<file path="config.mk">
export PLATFORM = sky130hd
export DESIGN_NAME = rar_routing_regs
export DESIGN_NICKNAME = d
export VERILOG_FILES = /design/src/rar_pkg.sv /design/src/rar_level_stepper.sv /design/src/rar_routing_regs.sv
export SDC_FILE = /design/constraint.sdc
export NUM_CORES = 1
export LEC_CHECK = 0
export BUFFER_PORTS_ARGS = -buffer_cell sky130_fd_sc_hd__buf_2
export CORE_UTILIZATION = 59
export DETAILED_ROUTE_END_ITERATION = 16
export PLACE_DENSITY_LB_ADDON = 0.3
export SETUP_SLACK_MARGIN = 0.02
export SYNTH_ARGS = -nofsm -noshare
export SYNTH_HDL_FRONTEND = slang
export SYNTH_SLANG_ARGS = --single-unit
export TNS_END_PERCENT = 20
</file>
<file path="constraint.sdc">
create_clock -name core_clk -period 4.15 [get_ports core_clk]
set_input_delay 0.2075 -clock core_clk [delete_from_list [all_inputs] [get_ports core_clk]]
set_output_delay 0.2075 -clock core_clk [all_outputs]
set_load 0.03 [all_outputs]
</file>
<file path="src/rar_pkg.sv">
// constants for the right adc input routing register pair
// Functional notes
// - bit 7 picks single-ended (0) or fully differential (1) input mode
// - level field bits 6..3 attenuate 1.5 dB per code, 0 dB to 12 dB
// - defined level codes connect the input; code 1111 (reset) disconnects it
// - first register bit 2 powers right adc channel up; reset is down
// - stepping field: 00 every sample, 01 every two samples, 1x disabled
// - second register bit 2 enables weak common-mode bias of unselected inputs
// - second register bits 1..0 read zero, are read-only; host writes zeros
`default_nettype none
package rar_pkg;
  localparam logic [7:0] RAR_LINE_ONE_OFFSET = 8'h16;
  localparam logic [7:0] RAR_LINE_TWO_OFFSET = 8'h17;
  localparam int         RAR_MODE_BIT        = 7;
  localparam int         RAR_LEVEL_MSB       = 6;
  localparam int         RAR_LEVEL_LSB       = 3;
  localparam int         RAR_POWER_BIT       = 2;
  localparam int         RAR_BIAS_BIT        = 2;
  localparam int         RAR_STEP_MSB        = 1;
  localparam int         RAR_STEP_LSB        = 0;
  localparam logic [7:0] RAR_LINE_ONE_RESET  = 8'h78;
  localparam logic [7:0] RAR_LINE_TWO_RESET  = 8'h78;
  localparam logic [7:0] RAR_LINE_TWO_WMASK  = 8'hFC;
  localparam logic [3:0] RAR_LEVEL_OFF       = 4'hF;
  localparam logic [3:0] RAR_LEVEL_MAX       = 4'h8;
  localparam logic [1:0] RAR_STEP_EVERY_FS   = 2'h0;
  localparam logic [1:0] RAR_STEP_EVERY_2FS  = 2'h1;
  localparam logic [1:0] RAR_STEP_TICKS_1    = 2'h0;
  localparam logic [1:0] RAR_STEP_TICKS_2    = 2'h1;
endpackage
`default_nettype wire

</file>
<file path="src/rar_level_stepper.sv">
// one input's applied attenuation level with soft stepping toward the target
`default_nettype none
module rar_level_stepper
  import rar_pkg::*;
(
  input  wire logic       core_clk,
  input  wire logic       rst_n,
  input  wire logic [3:0] target,
  input  wire logic       step_now,
  input  wire logic       step_on,
  output logic      [3:0] level
);
  typedef struct packed {
    logic [3:0] level;
  } rar_step_state_t;

  rar_step_state_t state_reg;
  rar_step_state_t state_next;

  always_comb begin
    state_next = state_reg;
    if (!step_on || target == RAR_LEVEL_OFF || state_reg.level == RAR_LEVEL_OFF ||
        target > RAR_LEVEL_MAX) begin
      state_next.level = target;
    end else if (step_now && state_reg.level < target) begin
      state_next.level = state_reg.level + 4'h1;
    end else if (step_now && state_reg.level > target) begin
      state_next.level = state_reg.level - 4'h1;
    end
  end

  always_ff @(posedge core_clk or negedge rst_n) begin
    if (!rst_n) begin
      state_reg.level <= RAR_LEVEL_OFF;
    end else begin
      state_reg <= state_next;
    end
  end

  assign level = state_reg.level;
endmodule
`default_nettype wire

</file>
<file path="src/rar_routing_regs.sv">
// right adc input routing register pair and its analog control outputs
`default_nettype none
module rar_routing_regs
  import rar_pkg::*;
(
  input  wire logic       core_clk,
  input  wire logic       resetn,
  input  wire logic [7:0] reg_addr,
  input  wire logic [7:0] reg_wdata,
  input  wire logic       reg_wr,
  input  wire logic       reg_rd,
  input  wire logic       fs_tick,
  output logic      [7:0] reg_rdata,
  output logic            first_right_line_input_diff,
  output logic            first_right_line_input_connect,
  output logic      [3:0] first_right_line_input_atten,
  output logic            second_right_line_input_diff,
  output logic            second_right_line_input_connect,
  output logic      [3:0] second_right_line_input_atten,
  output logic            right_adc_power_up,
  output logic            right_unselected_bias_en
);
  // timing seen from the register side:
  //   write taken at edge n, register holds the new value after n
  //   mode, power and bias outputs change at edge n+1
  //   applied level moves at n+1 (or per step), connect and level outputs at n+2
  //   read data is captured at the strobe edge and held until the next read
  // the applied level of each input lives in its own stepper
  typedef struct packed {
    logic [7:0] line_one;
    logic [7:0] line_two;
    logic [7:0] rdata;
    logic       fs_phase;
    logic       step_now;
    logic [1:0] diff;
    logic [1:0] connect;
    logic [7:0] atten;
    logic       power;
    logic       bias;
  } rar_regs_state_t;

  rar_regs_state_t state_reg;
  rar_regs_state_t state_next;
  logic [1:0]      rst_sync_reg;
  logic            rst_n;
  logic [7:0]      target_pair;
  logic [7:0]      level_pair;
  logic            step_on;
  logic            wr_one;
  logic            wr_two;
  logic [7:0]      rd_value;
  logic [1:0]      step_field;

  // an input reaches the mix only for a defined gain code
  function automatic logic level_connects(input logic [3:0] code);
    level_connects = (code <= RAR_LEVEL_MAX);
  endfunction

  // address match for one register of the pair
  function automatic logic reg_hit(input logic [7:0] addr,
                                   input logic [7:0] offset);
    reg_hit = (addr == offset);
  endfunction

  // value returned on a read; other addresses read as zero
  function automatic logic [7:0] read_value(input logic [7:0] addr,
                                            input logic [7:0] one,
                                            input logic [7:0] two);
    case (addr)
      RAR_LINE_ONE_OFFSET: read_value = one;
      RAR_LINE_TWO_OFFSET: read_value = two & RAR_LINE_TWO_WMASK;
      default:             read_value = 8'h00;
    endcase
  endfunction

  // step pulse for one sample tick under the selected pacing
  function automatic logic step_due(input logic [1:0] field,
                                    input logic       phase);
    case (field)
      RAR_STEP_EVERY_FS:  step_due = 1'b1;
      RAR_STEP_EVERY_2FS: step_due = phase;
      default:            step_due = 1'b0;
    endcase
  endfunction

  // phase of the every-other-sample pacing after one tick
  function automatic logic next_phase(input logic [1:0] field,
                                      input logic       phase);
    if (field == RAR_STEP_EVERY_2FS) begin
      next_phase = !phase;
    end else begin
      next_phase = 1'b0;
    end
  endfunction

  // reset release passes two flops so the pair leaves reset on a clock edge
  always_ff @(posedge core_clk or negedge resetn) begin
    if (!resetn) begin
      rst_sync_reg <= 2'h0;
    end else begin
      rst_sync_reg[0] <= 1'b1;
      rst_sync_reg[1] <= rst_sync_reg[0];
    end
  end
  assign rst_n = rst_sync_reg[1];

  // decoded strobes and fields shared by the data path
  assign wr_one      = reg_wr && reg_hit(reg_addr, RAR_LINE_ONE_OFFSET);
  assign wr_two      = reg_wr && reg_hit(reg_addr, RAR_LINE_TWO_OFFSET);
  assign rd_value    = read_value(reg_addr, state_reg.line_one, state_reg.line_two);
  assign step_field  = state_reg.line_one[RAR_STEP_MSB:RAR_STEP_LSB];
  assign step_on = !state_reg.line_one[RAR_STEP_MSB];
  assign target_pair = {state_reg.line_two[RAR_LEVEL_MSB:RAR_LEVEL_LSB],
                        state_reg.line_one[RAR_LEVEL_MSB:RAR_LEVEL_LSB]};

  genvar gi;
  generate
    for (gi = 0; gi < 2; gi++) begin : g_step
      rar_level_stepper u_step (
        .core_clk (core_clk),
        .rst_n    (rst_n),
        .target   (target_pair[gi*4 +: 4]),
        .step_now (state_reg.step_now),
        .step_on  (step_on),
        .level    (level_pair[gi*4 +: 4])
      );
    end
  endgenerate

  always_comb begin
    state_next = state_reg;

    // writes land at the edge that takes them
    if (wr_one) begin
      state_next.line_one = reg_wdata;
    end
    if (wr_two) begin
      state_next.line_two = reg_wdata & RAR_LINE_TWO_WMASK;
    end

    // read data is captured once and held until the next read
    if (reg_rd) begin
      state_next.rdata = rd_value;
    end

    // pace one gain step per sample or per two samples
    state_next.step_now = 1'b0;
    if (fs_tick) begin
      state_next.step_now = step_due(step_field, state_reg.fs_phase);
      state_next.fs_phase = next_phase(step_field, state_reg.fs_phase);
    end

    // mode, power and bias follow the registers one edge later; connect and level follow the steppers one edge later
    state_next.diff = {state_reg.line_two[RAR_MODE_BIT],
                       state_reg.line_one[RAR_MODE_BIT]};
    state_next.connect = {level_connects(level_pair[7:4]),
                          level_connects(level_pair[3:0])};
    state_next.atten = level_pair;
    state_next.power = state_reg.line_one[RAR_POWER_BIT];
    state_next.bias = state_reg.line_two[RAR_BIAS_BIT];
  end

  // all state of the pair except the stepper levels; reset comes from the synchroniser
  always_ff @(posedge core_clk or negedge rst_n) begin
    if (!rst_n) begin
      state_reg.line_one <= RAR_LINE_ONE_RESET;
      state_reg.line_two <= RAR_LINE_TWO_RESET;
      state_reg.rdata    <= 8'h00;
      state_reg.fs_phase <= 1'b0;
      state_reg.step_now <= 1'b0;
      state_reg.diff     <= 2'h0;
      state_reg.connect  <= 2'h0;
      state_reg.atten    <= {RAR_LEVEL_OFF, RAR_LEVEL_OFF};
      state_reg.power    <= 1'b0;
      state_reg.bias     <= 1'b0;
    end else begin
      state_reg <= state_next;
    end
  end

  // every output is a state flop
  assign reg_rdata                       = state_reg.rdata;
  assign first_right_line_input_diff     = state_reg.diff[0];
  assign second_right_line_input_diff    = state_reg.diff[1];
  assign first_right_line_input_connect  = state_reg.connect[0];
  assign second_right_line_input_connect = state_reg.connect[1];
  assign first_right_line_input_atten    = state_reg.atten[3:0];
  assign second_right_line_input_atten   = state_reg.atten[7:4];
  assign right_adc_power_up              = state_reg.power;
  assign right_unselected_bias_en        = state_reg.bias;
endmodule
`default_nettype wire

</file>
==> impl_metrics.toml, run 1 <==
[floorplanning]
die_h_um = 65.7
io-pin-count = 43
dieWidth_um = 65.7
core-area_um2 = 3770
die_area_um2 = 4310
rows = 22
start_util = 0.634

[global_routing]
grt_pass1_wl_um = 7080
antenna_found_initial = 0
grt_use_total = 0.225
grt_pass1_vias = 1509
grt_max_degree = 47
grt-ovfl-total = 0

[layout]
drive_above_1_share = 0.415
regArea_um2 = 1230
largest_reg_flops = 12
final_cell_area_um2 = 2630
num-fill-cells = 300
multi_input_area_um2 = 961
area_growth_syn_to_layout_pct = 9.78
final_nets = 270
instances_no_fill = 284
antenna_cells = 0

[clock_tree]
htreeDepth = 2
cts_tree = "yes"
clk_latency_ns = 0.31
cts_setup_buffers = 0
cts_sinks = 48
cts_resized = 0
numCtsBuffers = 5
holdBufCountCts = 1
cts-root-buf = "clkbuf_8"
cts_buffer_depth = 2
cts.reportedPaths.clkPinSlew_ns = 0.09

[status]
status = "complete, no violations"

[synth]
syn_area_per_cell_um2 = 11.7
synthTopCellsByCount = "24 x dfrtp_1, 24 x dfstp_2, 17 x buf_4"
async_flop_share = 1.00
netlist_top_cells_area = "dfstp_2 26%, dfrtp_1 25%, mux2_2 6.6%, ha_1 6.3%, buf_4 5.3%"
syn_nets = 240
synthDistinctLibCells = 44
syn_area_um2 = 2390
synthFlopType = "dfstp_2"
synth_top_area_cell = "dfstp_2"
synth_edf_count = 0
ys_seq_area_frac = 0.515
netlist.area_leader.share = 0.264
ys_ff_latch = 48
yosys_warnings = 0
synth_cells = 205

[worst_setup_path]
max_stage_delay_ns = 0.59
worstPathMaxFanout = 5
startpoint = "state_reg[38]$_DFFE_PN1P_"
worst_r2r_path_depth = 10
cp_num_buf_inv = 1
timing.rr.end = "g_step[0].u_step.level[3]$_DFFE_PN1P_"
setup.worst_path.start_class = "flip-flop"
path_delay_family = "compound AO/OA/AOI/OAI gates"
cpMostUsedCell = "ha_1"
cp_slowest_cell = "dfstp_2"
crit_chain = "inv_1 -> ha_1 -> a211oi_1 -> nand2_1 -> ha_1 -> a21o_1 -> a21oi_2 -> and3b_1 -> a2111oi_2 -> a221o_1"
r2r-start = "state_reg[38]$_DFFE_PN1P_"
reg2reg_slack_ns = 1.07
cp-end-kind = "flip-flop"
crit_arrival_ns = 3.32
crit_type = "reg -> reg"
required_ns = 4.39

[timing]
tightest_slew_ns = 0.939
min_period_ns = 3.08
final.setup_skew_ns = 0.0126
fin_tns_setup_ns = 0
slew_headroom = 0.374
fmax_mhz = 325
period_share = 0.742
hold_violations = 0
rsz0062_at_grt = "no"
setup_viol = 0
drv_slew = 0
whs_ns = 0.0938

[routing]
ant_nets = 0
routedWlPerCell_um = 14.7
drc = 0
drt-initial-drc-count = 92
vias = 1552
via_per_inst = 5.46
drt_wl_total_um = 4160
drtPass1Iterations = 4

[run]
max-cap-violations = 0

[worst_hold_path]
min_delay_worst_endpoint = "state_reg[15]$_DFFE_PN0P_"
min_path_cells = 2
hp-class = "in -> reg"
hp-start = "fs_tick"

[power]
peakVddDrop_mv = 0.293
power_mw = 1.68
powerDensity_nw_per_um2 = 639
p_leak_nw = 1.20

[placement]
dp.cells = 275
hpwl_um = 3080
io_buffer_count = 42
placed_cell_area_um2 = 2520
gp_congestion = 0.857
## layout make-up
cell class                 instances  area share
multi-input combinational        121       0.366
clock buffer                       5      0.0262
inverter                          16      0.0229
clock inverter                     3     0.00905
tap                               48      0.0229
sequential                        48       0.469
timing repair buffer              43      0.0838
## how the worst max path moves through the flow
stage / to / slack [ns] / cells past startpoint
final: g_step[0].u_step.level[3]$_DFFE_PN1P_ / 1.07 / 10
after global routing: g_step[0].u_step.level[3]$_DFFE_PN1P_ / 0.85 / 10
after CTS: g_step[0].u_step.level[3]$_DFFE_PN1P_ / 1.09 / 10
after detailed placement: g_step[0].u_step.level[3]$_DFFE_PN1P_ / 1.13 / 10
after global placement: g_step[0].u_step.level[3]$_DFFE_PN1P_ / 1.27 / 10
after floorplan: g_step[0].u_step.level[3]$_DFFE_PN1P_ / 1.39 / 10
## kinds of logic after synthesis
| kind of cell | synth area share |
|---|---|
| mux | 0.0826 |
| buf+inv | 0.0837 |
| simple gates | 0.0926 |
| other cells | 0.00157 |
| xor+xnor | 0.00732 |
| fa+ha+maj | 0.0795 |
| compound gates | 0.138 |
| flops | 0.515 |
## power by group
part | internal [mW] | switching, mW
clock | 0.119 | 0.160
sequential | 0.636 | 0.108
combinational | 0.271 | 0.385
total | 1.03 | 0.652
## cells in the final DEF (no fill, tap or decap), types with 4 or more instances in the layout
cell	synthesis	layout
buf_2	1	42
dfstp_2	24	24
dfrtp_1	24	23
inv_1	15	15
mux2_2	14	14
nand2_1	13	13
ha_1	12	12
a21oi_1	9	9
nand3_1	8	8
nor2_1	7	7
o21ai_0	7	7
a22oi_1	6	6
clkbuf_8	0	5
o211ai_1	4	4
mux2i_1	4	4
## layer usage
layer | wire [µm] | vias to the layer above | part of all wire | track usage
li1 | - | 767 | - | -
met5 | 0 | - | 0 | 0
met2 | 2060 | 43 | 0.49 | 0.369
met1 | 1860 | 736 | 0.45 | 0.286
met4 | 57 | 0 | 0.014 | 0.0734
met3 | 188 | 6 | 0.045 | 0.0625
## stage by stage
stage / worst slack (ns) / util
4_1_cts: 1.09 / 0.696
6_report: 1.07 / 0.696
3_3_place_gp: 1.27 / 0.669
2_1_floorplan: 1.39 / -
5_1_grt: 0.849 / 0.696
3_5_place_dp: 1.13 / 0.669
Note: power is estimated with default switching activity, not from simulation.
==> run 2, diff against run 1 <==
--- a/config.mk
+++ b/config.mk
@@ -6,7 +6,7 @@
 export NUM_CORES = 1
 export LEC_CHECK = 0
 export BUFFER_PORTS_ARGS = -buffer_cell sky130_fd_sc_hd__buf_2
-export CORE_UTILIZATION = 59
+export CORE_UTILIZATION = 50
 export DETAILED_ROUTE_END_ITERATION = 16
 export PLACE_DENSITY_LB_ADDON = 0.3
 export SETUP_SLACK_MARGIN = 0.02
==> constraint.sdc (replaced) <==
create_clock -name core_clk -period 2.73 [get_ports core_clk]
set_input_delay 0.1365 -clock core_clk [delete_from_list [all_inputs] [get_ports core_clk]]
set_output_delay 0.1365 -clock core_clk [all_outputs]
set_load 0.03 [all_outputs]
==> run 2 against run 1 <==
Net effect:
- the run now ends with DRC left
- hold slack worse by 0.060 ns
- via count increased by 6.9%
- setup slack got worse by 1.0 ns
- wire length grew 10%
- non-clock buffer count is 15 higher
- critical path type unchanged
- largest cell class unchanged
- highest routed layer unchanged
==> impl_metrics.toml, run 2 (synthesis results as in run 1) <==
[floorplanning]
die_h_um = 71.2
die_area_um2 = 5070
dieWidth_um = 71.2
rows = 24
start_util = 0.535
io-pin-count = 43
core-area_um2 = 4470

[timing]
setup_viol = 0
rsz0062_at_grt = "yes"
fmax_mhz = 375
tightest_slew_ns = 0.967
final.setup_skew_ns = 0.0118
period_share = 0.977
hold_violations = 0
slew_headroom = 0.355
drv_slew = 0
min_period_ns = 2.67

[clock_tree]
clk_latency_ns = 0.31
cts.reportedPaths.clkPinSlew_ns = 0.08
cts_sinks = 48
cts_tree = "yes"
cts_buffer_depth = 2
numCtsBuffers = 5
htreeDepth = 2
cts-root-buf = "clkbuf_8"

[routing]
drt_wl_total_um = 4580
drtPass1Iterations = 10
ant_nets = 0
routedWlPerCell_um = 15.1
drt-initial-drc-count = 65
via_per_inst = 5.48
vias = 1659
drc = 1

[status]
status = "finished with violations"
violations = "DRC"

[worst_setup_path]
cp_slowest_cell = "dfstp_2"
r2r-start = "state_reg[28]$_DFFE_PN1P_"
worstPathMaxFanout = 4
max_stage_delay_ns = 0.54
required_ns = 2.95
startpoint = "state_reg[28]$_DFFE_PN1P_"
cp-end-kind = "flip-flop"
crit_chain = "inv_2 -> ha_4 -> nor2b_2 -> o211ai_2 -> nand2_2 -> buf_6 -> ha_4 -> a21oi_2 -> nand2_2 -> and3_4 -> or4_1 -> o211ai_1"
setup.worst_path.start_class = "flip-flop"
crit_type = "reg -> reg"
crit_arrival_ns = 2.89

[power]
p_leak_nw = 1.29
power_mw = 2.90
powerDensity_nw_per_um2 = 1010
peakVddDrop_mv = 0.437

[global_routing]
grt_use_total = 0.200
grt_pass1_wl_um = 7640
grt_max_degree = 47
antenna_found_initial = 0
grt-ovfl-total = 0
grt_pass1_vias = 1638

[layout]
area_growth_syn_to_layout_pct = 19.7
largest_reg_flops = 12
final_nets = 285
final_common_cell = "buf_2"
antenna_cells = 0
drive_above_1_share = 0.514
final_util = 0.640
layout_common_cells = "42 x buf_2, 24 x dfstp_2, 23 x dfrtp_1"

[worst_hold_path]
hp-start = "fs_tick"
hp-class = "in -> reg"

[placement]
gp_congestion = 0.754
io_buffer_count = 42
hpwl_um = 3200

[run]
max-cap-violations = 0
-- run 2: cell type report --
| class | count | area, µm² |
|---|---|---|
| Clock buffer | 5 | 68.8 |
| Multi-Input combinational cell | 121 | 1080 |
| Timing Repair Buffer | 58 | 337 |
| Sequential cell | 48 | 1230 |
| Tap cell | 52 | 65.1 |
| Fill cell | 355 | 1610 |
| Inverter | 16 | 60.1 |
| Clock inverter | 3 | 23.8 |
-- run 2: power breakdown --
part           internal (mW)  switching (mW)  total (mW)
Sequential             0.966           0.144        1.11
Clock                  0.181           0.243       0.424
Combinational          0.642           0.726        1.37
-- run 2: per-stage QoR --
stage	hold WS [ns]	instances	setup slack (ns)	TNS, ns	cell area [µm²]
2_1_floorplan	-0.159	205	0.0255	0	2400
3_3_place_gp	-0.0786	290	0.0583	0	2620
3_5_place_dp	-0.0770	290	-0.00709	-0.00709	2620
4_1_cts	0.0285	301	-0.0273	-0.0273	2730
5_1_grt	0.0389	303	-0.0621	-0.0890	2860
6_report	0.0337	303	0.0618	0	2860
-- run 2: path summary, 6_finish.rpt --
path | to | slack (ns) | cells after the start
max | g_step[1].u_step.level[3]$_DFFE_PN1P_ | 0.06 | 12
min | state_reg[15]$_DFFE_PN0P_ | 0.03 | 2
max reg2reg | g_step[1].u_step.level[3]$_DFFE_PN1P_ | 0.06 | 12
min reg2reg | rst_sync_reg[1]$_DFF_PN0_ | 0.36 | 0
max in group asynchronous | first_right_line_input_connect$_DFF_PN0_ | 1.70 | 0
min in group asynchronous | rst_sync_reg[1]$_DFF_PN0_ | 0.14 | 2
-- run 2: worst max-delay path: cells and delay by family (launching register included) --
| kind | cells | cell delay (ns) |
|---|---|---|
| compound gates | 3 | 0.53 |
| buf+inv | 2 | 0.17 |
| simple gates | 5 | 0.89 |
| fa+ha+maj | 2 | 0.46 |
| flops | 1 | 0.54 |
-- run 2: layer usage --
metal	up-vias	wire (µm)	global-route usage
met2	44	2300	0.337
met5	-	0	0
li1	809	-	-
met4	0	93	0.0844
met1	797	1940	0.240
met3	9	249	0.0598
-- run 2: timing repair --
| action | CTS | global route |
|---|---|---|
| endpoints found under the setup margin | 2 | 2 |
| pin swaps | 1 | 14 |
| setup buffers | 2 | 2 |
| hold buffers | 1 | 0 |
| hold endpoints to repair | 2 | 0 |
| gates resized for setup | 0 | 17 |
==> run 3, diff against run 2 <==
--- a/config.mk
+++ b/config.mk
@@ -6,7 +6,8 @@
 export NUM_CORES = 1
 export LEC_CHECK = 0
 export BUFFER_PORTS_ARGS = -buffer_cell sky130_fd_sc_hd__buf_2
-export CORE_UTILIZATION = 50
+export CORE_UTILIZATION = 59
+export CTS_CLUSTER_DIAMETER = 80
 export DETAILED_ROUTE_END_ITERATION = 16
 export PLACE_DENSITY_LB_ADDON = 0.3
 export SETUP_SLACK_MARGIN = 0.02
==> constraint.sdc (replaced) <==
create_clock -name core_clk -period 3.3 [get_ports core_clk]
set_input_delay 0.165 -clock core_clk [delete_from_list [all_inputs] [get_ports core_clk]]
set_output_delay 0.165 -clock core_clk [all_outputs]
set_load 0.03 [all_outputs]
==> run 3 against run 2 <==
Net effect:
- the run now ends clean
- core utilization up 6.3 points
- wire length shrank 9.4%
- global-route usage rose by 2.0 points
- count of clock-buffer cells in the layout is the same
- register-to-register slack gained 0.26 ns
- non-clock buffer count down 15
- cell count shrank 6.3%
- power decreased by 25%
- sequential power is 16% lower
- critical path depth decreased by 2
- first-iteration DRC count up 72%
- critical endpoint is now g_step[0].u_step.level[3]$_DFFE_PN1P_
- largest cell class unchanged
- largest power group is now registers
==> impl_metrics.toml, run 3 (synthesis results as in run 1) <==
[routing]
vias = 1574
routedWlPerCell_um = 14.6
drtPass1Iterations = 4
ant_nets = 0
drt_wl_total_um = 4150
drt-initial-drc-count = 112
via_per_inst = 5.54
drc = 0

[power]
seq_power_share = 0.430
powerDensity_nw_per_um2 = 821
pwr-share-comb = 0.382
peakVddDrop_mv = 0.341
power_mw = 2.18
switchingPower_uw = 809
internal_power_mw = 1.37
p_leak_nw = 1.22
clockPowerShare = 0.188
p_sw_frac = 0.372

[clock_tree]
numCtsBuffers = 5
cts_sinks = 48
cts-root-buf = "clkbuf_8"
htreeDepth = 2
cts_setup_buffers = 0
clk_latency_ns = 0.30
cts_buffer_depth = 2
cts_tree = "yes"
cts.reportedPaths.clkPinSlew_ns = 0.09

[run]
max-cap-violations = 0

[worst_hold_path]
hp-class = "in -> reg"

[status]
status = "complete, no violations"

[layout]
final_common_cell = "buf_2"
drive_above_1_share = 0.419
final_cell_area_um2 = 2650
layout_common_cells = "42 x buf_2, 24 x dfstp_2, 23 x dfrtp_1"
final_nets = 270
largest_reg_flops = 12
antenna_cells = 0
area_growth_syn_to_layout_pct = 10.8

[timing]
slew_headroom = 0.381
rsz0062_at_grt = "no"
final.setup_skew_ns = 0.0116
fin_tns_setup_ns = 0
fmax_mhz = 336
hold_violations = 0
setup_viol = 0
period_share = 0.902
drv_slew = 0
tightest_slew_ns = 0.928
min_period_ns = 2.98

[floorplanning]
die_area_um2 = 4310
core-area_um2 = 3770
start_util = 0.634
io-pin-count = 43
dieWidth_um = 65.7
rows = 22
die_h_um = 65.7

[global_routing]
use_met1 = 0.276
use_met2 = 0.362
grt_pass1_vias = 1525
antenna_found_initial = 0
grt_use_total = 0.221
grt-ovfl-total = 0
grt_max_degree = 47
grt_pass1_wl_um = 6960
top_usage_layer = "met2"
met3_usage = 0.0764

[worst_setup_path]
worstPathMaxFanout = 7
cp_slowest_cell = "dfstp_2"
crit_chain = "ha_1 -> nor2b_1 -> o211ai_1 -> nand2_1 -> ha_1 -> a21o_1 -> a21oi_2 -> and3b_1 -> a2111oi_2 -> a221o_1"
cp-end-kind = "flip-flop"
cpMostUsedCell = "ha_1"
path_delay_family = "compound AO/OA/AOI/OAI gates"
crit_type = "reg -> reg"
required_ns = 3.53
max_stage_delay_ns = 0.62
crit_arrival_ns = 3.21
setup.worst_path.start_class = "flip-flop"
cp_num_buf_inv = 0

[placement]
hpwl_um = 3050
placed_cell_area_um2 = 2520
gp_congestion = 0.856
io_buffer_count = 42
run 3: cell types whose count changed in the layout (fill, tap and decap cells not counted), moves of 2 or more:
cell,previous run,this run
nand2_2,2,0
ha_1,6,12
inv_1,13,15
inv_2,3,1
nand2_1,11,13
buf_4,14,0
ha_4,6,0
run 3: final cells by class:
| cell class | instances | area, µm² |
|---|---|---|
| Sequential cell | 48 | 1230 |
| Fill cell | 273 | 1120 |
| Multi-Input combinational cell | 121 | 966 |
| Timing Repair Buffer | 43 | 220 |
| Clock buffer | 5 | 68.8 |
| Inverter | 16 | 60.1 |
| Tap cell | 48 | 60.1 |
| Clock inverter | 3 | 42.5 |
run 3: power by group through the flow:
stage / clock [mW] / sequential, mW / combinational [mW]
5_1_grt: 0.451 / 0.965 / 0.938
6_report: 0.408 / 0.937 / 0.831
3_3_place_gp: 0 / 0.944 / 0.795
4_1_cts: 0.415 / 0.939 / 0.832
2_1_floorplan: 0 / 0.939 / 0.694
3_5_place_dp: 0 / 0.948 / 0.820
run 3: repair_timing:
action | 4_1_cts | 5_1_grt
endpoints found under the hold margin | 2 | 0
resized for setup | 0 | 1
setup endpoints to repair | 0 | 1
hold buffers | 1 | 0
run 3: worst paths after layout:
kind | slack (ns) | from | cells past startpoint | to
setup reg to reg | 0.32 | g_step[0].u_step.level[1]$_DFFE_PN1P_ | 10 | g_step[0].u_step.level[3]$_DFFE_PN1P_
hold reg to reg | 0.36 | rst_sync_reg[0]$_DFF_PN0_ | 0 | rst_sync_reg[1]$_DFF_PN0_
max in group asynchronous | 2.30 | rst_sync_reg[1]$_DFF_PN0_ | 0 | second_right_line_input_connect$_DFF_PN0_
min in group asynchronous | 0.17 | resetn | 2 | rst_sync_reg[1]$_DFF_PN0_
setup / recovery | 0.32 | g_step[0].u_step.level[1]$_DFFE_PN1P_ | 10 | g_step[0].u_step.level[3]$_DFFE_PN1P_
hold / removal | 0.07 | fs_tick | 2 | state_reg[15]$_DFFE_PN0P_
run 3: through the flow:
stage | std cells | util | hold slack (ns) | worst slack [ns]
6_report | 284 | 0.703 | 0.0739 | 0.324
5_1_grt | 284 | 0.703 | 0.0594 | 0.115
4_1_cts | 284 | 0.701 | 0.0651 | 0.257
3_5_place_dp | 275 | 0.669 | -0.0497 | 0.296
3_3_place_gp | 275 | 0.669 | -0.0483 | 0.417
2_1_floorplan | 205 | - | -0.131 | 0.544
run 3: routing by layer:
| layer | vias to the layer above | part of all wire |
|---|---|---|
| met2 | 49 | 0.49 |
| met3 | 5 | 0.057 |
| met1 | 753 | 0.44 |
| met4 | 0 | 0.010 |
| li1 | 767 | - |
| met5 | - | 0 |
